### config.mk
export PLATFORM = sky130hd
export DESIGN_NAME = pie_regs
export DESIGN_NICKNAME = d
export VERILOG_FILES = /design/src/design/pie_pkg.sv /design/src/design/pie_bank.sv /design/src/design/pie_regs.sv
export SDC_FILE = /design/constraint.sdc
export NUM_CORES = 1
export LEC_CHECK = 0
export CORE_ASPECT_RATIO = 1.75
export CORE_MARGIN = 1.5
export CORE_UTILIZATION = 50
export CTS_CLUSTER_DIAMETER = 150
export DETAILED_ROUTE_END_ITERATION = 10
export DONT_BUFFER_PORTS = 1
export PLACE_DENSITY = 0.76
export SYNTH_ARGS = -nofsm -noshare
export SYNTH_HDL_FRONTEND = slang
export SYNTH_HIERARCHICAL = 1
export SYNTH_SLANG_ARGS = --single-unit
### constraint.sdc
create_clock -name aclk -period 2.25 [get_ports aclk]
set_input_delay 0.5625 -clock aclk [delete_from_list [all_inputs] [get_ports aclk]]
set_output_delay 0.5625 -clock aclk [all_outputs]
set_load 0.005 [all_outputs]
### src/design/pie_pkg.sv
// Purpose: shared constants and types of the port input enable block
// Assumes: 32-bit AXI4-Lite register bus, one aligned word per register
// Notes:   register indices are kept as printed; byte address is index * 4
package pie_pkg;

  // bus widths and pin count
  localparam int unsigned PIE_ADDR_W = 16;
  localparam int unsigned PIE_DATA_W = 32;
  localparam int unsigned PIE_PINS   = 8;

  // register indices as printed
  localparam logic [13:0] PIE_IDX_C_EN  = 14'h30ba;
  localparam logic [13:0] PIE_IDX_D_EN  = 14'h30bb;
  // gated pin state of both ports
  localparam logic [13:0] PIE_IDX_STATE = 14'h30c0;

  // byte addresses derived from the indices
  localparam logic [15:0] PIE_ADDR_C_EN  = {PIE_IDX_C_EN, 2'b00};
  localparam logic [15:0] PIE_ADDR_D_EN  = {PIE_IDX_D_EN, 2'b00};
  localparam logic [15:0] PIE_ADDR_STATE = {PIE_IDX_STATE, 2'b00};

  // field layout of the state register
  localparam int unsigned PIE_STATE_C_LSB = 0;
  localparam int unsigned PIE_STATE_D_LSB = 8;

  // values after reset
  localparam logic [7:0] PIE_EN_RESET = 8'h00;

  // bus responses
  localparam logic [1:0] PIE_RESP_OKAY   = 2'b00;
  localparam logic [1:0] PIE_RESP_SLVERR = 2'b10;

  // synchroniser stages ahead of the gated output register
  localparam int unsigned PIE_SYNC_STAGES = 2;

  // write channel states; only IDLE to HALF and HALF to RESP change one bit
  typedef enum logic [1:0] {
    PIE_W_IDLE = 2'b00,
    PIE_W_HALF = 2'b01,
    PIE_W_RESP = 2'b11
  } pie_wstate_type;

  // one register write as it leaves the bus slave
  typedef struct packed {
    logic [13:0] index;
    logic [7:0]  data;
    logic        lane0;
  } pie_wreq_type;

endpackage

### src/design/pie_bank.sv
// Purpose: one port's input enable register and its gated input path
// Assumes: pins are asynchronous to aclk
// Notes:   the enable register is written only through wr_en
`timescale 1ns/1ps
module pie_bank
  import pie_pkg::*;
#(
  parameter int unsigned WIDTH = PIE_PINS
) (
  // clock and reset
  input  wire logic             aclk,
  input  wire logic             aresetn,
  // register write
  input  wire logic             wr_en,
  input  wire logic [WIDTH-1:0] wr_data,
  // pins and results
  input  wire logic [WIDTH-1:0] pin_in,
  output logic      [WIDTH-1:0] en,
  output logic      [WIDTH-1:0] gated
);

  // refuse widths that the 8-bit register lane cannot carry, at elaboration
  if (WIDTH < 1 || WIDTH > 8) begin : g_bad_width
    $error("pie_bank: WIDTH must be 1 to 8");
  end

  // enable register, cleared by reset
  // reset clears enables
  always_ff @(posedge aclk) begin
    if (!aresetn) begin
      en <= PIE_EN_RESET[WIDTH-1:0];
    end else if (wr_en) begin
      en <= wr_data;
    end
  end

  // per pin: two-stage synchroniser, then the enable gate
  genvar i;
  generate
    for (i = 0; i < WIDTH; i++) begin : g_pin
      logic meta;   // first stage, read only by the second
      logic stable; // second stage
      always_ff @(posedge aclk) begin
        if (!aresetn) begin
          meta   <= 1'b0;
          stable <= 1'b0;
          gated[i] <= 1'b0;
        end else begin
          meta   <= pin_in[i];
          stable <= meta;
          // a clear bit blocks the pin, a set bit passes it
          gated[i] <= stable & en[i];
        end
      end
    end
  endgenerate

endmodule // pie_bank

### src/design/pie_regs.sv
// Purpose: input enable registers of the third and fourth ports on AXI4-Lite
// Assumes: single clock aclk, synchronous active-low reset aresetn
// Notes:   one write and one read may run at the same time
// Contract
// - third port enable register at 0x30ba, 8 bits
// - third port: 0 disables, 1 enables input
// - third port register read/write, reads last write
// - fourth port enable register at 0x30bb, 8 bits
// - fourth port: 1 enables, 0 disables input
// - fourth port register read/write, reads last write
`timescale 1ns/1ps
module pie_regs
  import pie_pkg::*;
(
  // clock and reset
  input  wire logic                  aclk,
  input  wire logic                  aresetn,
  // write address channel
  input  wire logic                  s_axi_awvalid,
  output logic                       s_axi_awready,
  input  wire logic [PIE_ADDR_W-1:0] s_axi_awaddr,
  input  wire logic [2:0]            s_axi_awprot,
  // write data channel
  input  wire logic                  s_axi_wvalid,
  output logic                       s_axi_wready,
  input  wire logic [PIE_DATA_W-1:0] s_axi_wdata,
  input  wire logic [3:0]            s_axi_wstrb,
  // write response channel
  output logic                       s_axi_bvalid,
  input  wire logic                  s_axi_bready,
  output logic [1:0]                 s_axi_bresp,
  // read address channel
  input  wire logic                  s_axi_arvalid,
  output logic                       s_axi_arready,
  input  wire logic [PIE_ADDR_W-1:0] s_axi_araddr,
  input  wire logic [2:0]            s_axi_arprot,
  // read data channel
  output logic                       s_axi_rvalid,
  input  wire logic                  s_axi_rready,
  output logic [PIE_DATA_W-1:0]      s_axi_rdata,
  output logic [1:0]                 s_axi_rresp,
  // third port pins
  input  wire logic [PIE_PINS-1:0]   third_port_pin_in,
  output logic [PIE_PINS-1:0]        third_port_in_en,
  output logic [PIE_PINS-1:0]        third_port_in_data,
  // fourth port pins
  input  wire logic [PIE_PINS-1:0]   fourth_port_pin_in,
  output logic [PIE_PINS-1:0]        fourth_port_in_en,
  output logic [PIE_PINS-1:0]        fourth_port_in_data
);

  // ---- write channel state ----
  pie_wstate_type            wstate;      // write channel state
  pie_wstate_type            next_wstate; // its next value
  logic                      aw_held;     // address captured, waiting for data
  logic                      w_held;      // data captured, waiting for address
  logic [13:0]               aw_index;    // captured word index
  logic [PIE_DATA_W-1:0]     w_data;      // captured write data
  logic [3:0]                w_strb;      // captured byte strobes

  // ---- handshake terms ----
  wire aw_fire = s_axi_awvalid & s_axi_awready;
  wire w_fire  = s_axi_wvalid & s_axi_wready;
  wire ar_fire = s_axi_arvalid & s_axi_arready;
  wire b_fire  = s_axi_bvalid & s_axi_bready;
  wire r_fire  = s_axi_rvalid & s_axi_rready;

  // address and data take part once both halves are present
  wire have_aw = aw_held | aw_fire;
  wire have_w  = w_held | w_fire;
  wire do_wr   = have_aw & have_w & (wstate != PIE_W_RESP);

  // the current write, from the channel or from the holding registers
  pie_wreq_type wreq;
  assign wreq.index = aw_held ? aw_index : s_axi_awaddr[15:2];
  assign wreq.data  = w_held ? w_data[7:0] : s_axi_wdata[7:0];
  assign wreq.lane0 = w_held ? w_strb[0] : s_axi_wstrb[0];

  // ---- write decode ----
  wire wr_hit_c  = (wreq.index == PIE_IDX_C_EN);
  wire wr_hit_d  = (wreq.index == PIE_IDX_D_EN);
  wire wr_hit_st = (wreq.index == PIE_IDX_STATE);
  wire wr_mapped = wr_hit_c | wr_hit_d | wr_hit_st;
  wire wr_c      = do_wr & wr_hit_c & wreq.lane0;
  wire wr_d      = do_wr & wr_hit_d & wreq.lane0;

  // channel readies: each half is taken once per transaction
  assign s_axi_awready = (wstate != PIE_W_RESP) & ~aw_held;
  assign s_axi_wready  = (wstate != PIE_W_RESP) & ~w_held;

  // next write state
  always_comb begin
    next_wstate = wstate;
    case (wstate)
      PIE_W_IDLE: begin
        if (do_wr) begin
          next_wstate = PIE_W_RESP;
        end else if (aw_fire | w_fire) begin
          next_wstate = PIE_W_HALF;
        end
      end
      PIE_W_HALF: begin
        if (do_wr) begin
          next_wstate = PIE_W_RESP;
        end
      end
      PIE_W_RESP: begin
        if (b_fire) begin
          next_wstate = PIE_W_IDLE;
        end
      end
      default: begin
        next_wstate = PIE_W_IDLE;
      end
    endcase
  end

  // write state and holding registers
  always_ff @(posedge aclk) begin
    if (!aresetn) begin
      wstate  <= PIE_W_IDLE;
      aw_held <= 1'b0;
      w_held  <= 1'b0;
    end else begin
      wstate  <= next_wstate;
      aw_held <= have_aw & ~do_wr;
      w_held  <= have_w & ~do_wr;
    end
  end

  // captured payloads, no reset needed
  always_ff @(posedge aclk) begin
    if (aw_fire) begin
      aw_index <= s_axi_awaddr[15:2];
    end
    if (w_fire) begin
      w_data <= s_axi_wdata;
      w_strb <= s_axi_wstrb;
    end
  end

  // write response: unmapped words answer with a slave error
  always_ff @(posedge aclk) begin
    if (!aresetn) begin
      s_axi_bresp <= PIE_RESP_OKAY;
    end else if (do_wr) begin
      s_axi_bresp <= wr_mapped ? PIE_RESP_OKAY : PIE_RESP_SLVERR;
    end
  end
  assign s_axi_bvalid = (wstate == PIE_W_RESP);

  // ---- port banks ----
  logic [PIE_PINS-1:0] c_gated; // third port gated pins
  logic [PIE_PINS-1:0] d_gated; // fourth port gated pins

  pie_bank #(.WIDTH(PIE_PINS)) u_bank_c (
    .aclk    (aclk),
    .aresetn (aresetn),
    .wr_en   (wr_c),
    .wr_data (wreq.data),
    .pin_in  (third_port_pin_in),
    .en      (third_port_in_en),
    .gated   (c_gated)
  );

  pie_bank #(.WIDTH(PIE_PINS)) u_bank_d (
    .aclk    (aclk),
    .aresetn (aresetn),
    .wr_en   (wr_d),
    .wr_data (wreq.data),
    .pin_in  (fourth_port_pin_in),
    .en      (fourth_port_in_en),
    .gated   (d_gated)
  );

  assign third_port_in_data  = c_gated;
  assign fourth_port_in_data = d_gated;

  // ---- read path ----
  wire [13:0] rd_index  = s_axi_araddr[15:2];
  wire        rd_hit_c  = (rd_index == PIE_IDX_C_EN);
  wire        rd_hit_d  = (rd_index == PIE_IDX_D_EN);
  wire        rd_hit_st = (rd_index == PIE_IDX_STATE);

  // state word: gated pins of both ports, upper bits zero
  wire [PIE_DATA_W-1:0] state_word =
    {16'h0000, d_gated, c_gated};

  // read mux, upper bits read as zero
  wire [PIE_DATA_W-1:0] rd_word =
    rd_hit_c  ? {24'h000000, third_port_in_en}  :
    rd_hit_d  ? {24'h000000, fourth_port_in_en} :
    rd_hit_st ? state_word : 32'h00000000;
  wire rd_mapped = rd_hit_c | rd_hit_d | rd_hit_st;

  // one read at a time: the address is refused while data waits
  assign s_axi_arready = ~s_axi_rvalid;

  // read data register
  always_ff @(posedge aclk) begin
    if (!aresetn) begin
      s_axi_rvalid <= 1'b0;
      s_axi_rdata  <= 32'h00000000;
      s_axi_rresp  <= PIE_RESP_OKAY;
    end else if (ar_fire) begin
      s_axi_rvalid <= 1'b1;
      s_axi_rdata  <= rd_word;
      s_axi_rresp  <= rd_mapped ? PIE_RESP_OKAY : PIE_RESP_SLVERR;
    end else if (r_fire) begin
      s_axi_rvalid <= 1'b0;
    end
  end

  // ---- checks ----
  // reads of each enable register
  wire rd_c = ar_fire & rd_hit_c;
  wire rd_d = ar_fire & rd_hit_d;
endmodule // pie_regs

==> metrics.csv <==
metric,value,unit
status,finished clean,
R2R cell count,7,
largest cells by area after synthesis,"dfxtp_1 (41%), edfxtp_1 (16%), and2_1 (6.1%)",
async set-reset flop share out of synthesis,0,%
placed inst area,4207,um2
Power Dens Cells,837.0,nW/um2
Routed WL per cell,19.12,um
Multi-input gate area,1633,um2
clock-pin transition on the worst setup and hold timing paths,0.07,ns
Yosys cell types,46,
CTS tree,done,
RSZ-0062 raised after global routing,false,
initial antenna violation count,0,
Clock Path Buffers,2,
CTS H-tree lvls,3,
PortBufs,0,
Core Region,8203,um2
clock period minus worst slack,2.106,ns
Die Ht,124.3,um
final setup fails,0,
number of synthesized flops with an enable pin,23,
Max Clock Skew,0.004670,ns
Area Overhead vs Synth,7.892,%
drt total wl,8816,um
Root Driver,clkbuf_16,
DIE WIDTH,72.30,um
Mean Syn Cell Area,11.54,um2
post-CTS setup buffers,0,
Avg Vias per Cell,5.625,
register area,2432,um2
Setup crit start kind,flip-flop,
"Slew Viols, Final",0,
Setup Crit Path Kind,reg2reg,
Critical Path RT,2.48,ns
largest area contributor in the netlist,dfxtp_1,
cell count of the worst hold path,0,
top-level port count,170,
Initial Util,51.22,%
# clock sinks,110,
number of hold violations in the final report,0,
yosys warns,6,
grt ovf,0,
DRC viols,0,
Max-Cap Viols,0,
Core Rows,44,
setup TNS,0,ns
synthesized instance count,364,
All-Layer GR Usage,20.80,%
f_max,474.9,MHz
vias in the first global route,2706,
router iterations before antenna repair,4,
synthesized area,4202,um2
area share of the leading cell type in the synthesized netlist,41.45,%
crit path DAT,2.34,ns
Worst-Skew Late Latency,0.34,ns
top_reg_cell synth,dfxtp_1,
fin crit share,93.59,%
headroom to the max-slew limit,59.90,%
ant diodes,0,
dpl hpwl,6543,um
Vias,2593,
remaining antenna violation count after routing,0,
TritonCTS buffer count,9,
sequential area share after synthesis,57.89,%
maximum vdd drop,0.4809,mV
Layout Nets,461,
P_leak,1.660,nW
most common library cells after synthesis,"dfxtp_1 (87), and2_1 (41), nor2b_1 (27)",
post-synthesis register bit count,110,
Slew @ Worst Pin,0.6015,ns
fill count,681,
Hold WC Path Type,in2reg,
Die Area,8984,um2
most common cell in the netlist,dfxtp_1,
largest net degree at the start of global routing,88,
Iteration-0 DRC Markers,147,
layout cells sized above 1,11.38,%
Post-Layout Inst Area,4533,um2
placer's final routability congestion estimate,0.9380,
worst-path fanout max,8,
first-pass GRT wire length,13940,um
critical path endpoint category,flip-flop,
-- final timing paths --
| kind | start | to | slack, ns |
|---|---|---|---|
| hold reg to reg | u_bank_d/g_pin[3].meta | u_bank_d/g_pin[3].stable | 0.43 |
| setup reg to reg | aw_held | u_bank_d/en[4] | 0.14 |
| hold / removal | s_axi_awaddr[5] | aw_index[3] | 0.31 |
| setup / recovery | aw_held | u_bank_d/en[4] | 0.14 |
-- what timing repair did --
action / CTS / global route
resized for setup: 3 / 3
pin swaps: 0 / 2
hold buffers: 0 / 0
endpoints found under the setup margin: 12 / 16
-- routing by layer --
layer	up-vias	global-route usage (%)	wire (um)
met5	-	0	0
met4	0	12.76	361
met3	24	7.929	839
met2	135	36.33	4756
li1	1247	-	-
met1	1187	19.76	2858
-- worst max-delay path: stages (launching register included) --
cell,delay [ns]
dfxtp_1,0.34
or4b_1,0.57
nor4_4,0.18
o21ai_2,0.13
nor4_2,0.28
buf_4,0.23
mux2i_1,0.21
nor2b_1,0.06
-- cells by family after synthesis --
logic type	after synthesis	share of synthesized area (%)
compound gates	41	6.968
buf+inv	38	5.956
flops	110	57.89
mux	30	7.504
other cells	1	0.08925
simple gates	144	21.59
-- stage by stage --
stage                     cells  setup slack, ns  util, %  hold WS [ns]  total power [W]
after CTS                   461          0.01315    55.00        0.2981         0.003827
after global routing        461         0.008196    55.26        0.2926         0.003939
final                       461           0.1442    55.26        0.3147         0.003794
after detailed placement    445          -0.1920    51.28        0.4177         0.002331
after global placement      445          -0.1465    51.28        0.4160         0.002323
after floorplan             381          0.04905        -        0.4119         0.002324
-- cells in the final DEF, fill, tap and decap left out, types with 2 or more instances in the layout --
master / count
and3_1: 17
nand2_1: 7
nand3_1: 13
clkbuf_16: 10
nor4_2: 2
inv_1: 3
mux2i_1: 18
clkbuf_1: 3
nor4_4: 3
nor2b_1: 27
dfxtp_1: 87
nor3_1: 5
and2_1: 41
o21a_1: 6
conb_1: 18
a22oi_1: 5
nor4b_1: 2
mux2_2: 12
edfxtp_1: 23
a21oi_1: 9
or3_1: 2
a32oi_1: 8
buf_4: 7
o21ai_0: 2
nand2b_1: 7
nor2_1: 7
nand4bb_1: 2
o22ai_1: 2
o31ai_1: 4
-- sequential cells by signal (all words and copies together), names as in the netlist, 2 cells and up --
| register | cells |
|---|---|
| u_bank_d/g_pin.meta | 8 |
| wstate | 2 |
| u_bank_c/g_pin.stable | 8 |
| u_bank_c/g_pin.meta | 8 |
| aw_index | 14 |
| u_bank_d/gated | 8 |
| u_bank_c/gated | 8 |
| u_bank_c/en | 8 |
| u_bank_d/en | 8 |
| w_data | 8 |
| s_axi_rdata | 16 |
| u_bank_d/g_pin.stable | 8 |
-- layout make-up --
| cell class | instances | area share, % |
|---|---|---|
| well taps | 92 | 2.539 |
| multi-input cells | 233 | 36.02 |
| clock buffers | 14 | 6.072 |
| clock inverters | 2 | 0.3036 |
| repair buffers | 7 | 1.159 |
| flip-flops and latches | 110 | 53.66 |
| inverters | 3 | 0.2484 |
-- report_power, final --
part | total, W | switching, W | internal [W]
registers | 0.00212 | 0.0000267 | 0.00209
logic | 0.000177 | 0.0000984 | 0.0000781
clock network | 0.00150 | 0.000650 | 0.000852
total | 0.00379 | 0.000776 | 0.00302
Note: power is estimated with default switching activity, not from simulation.
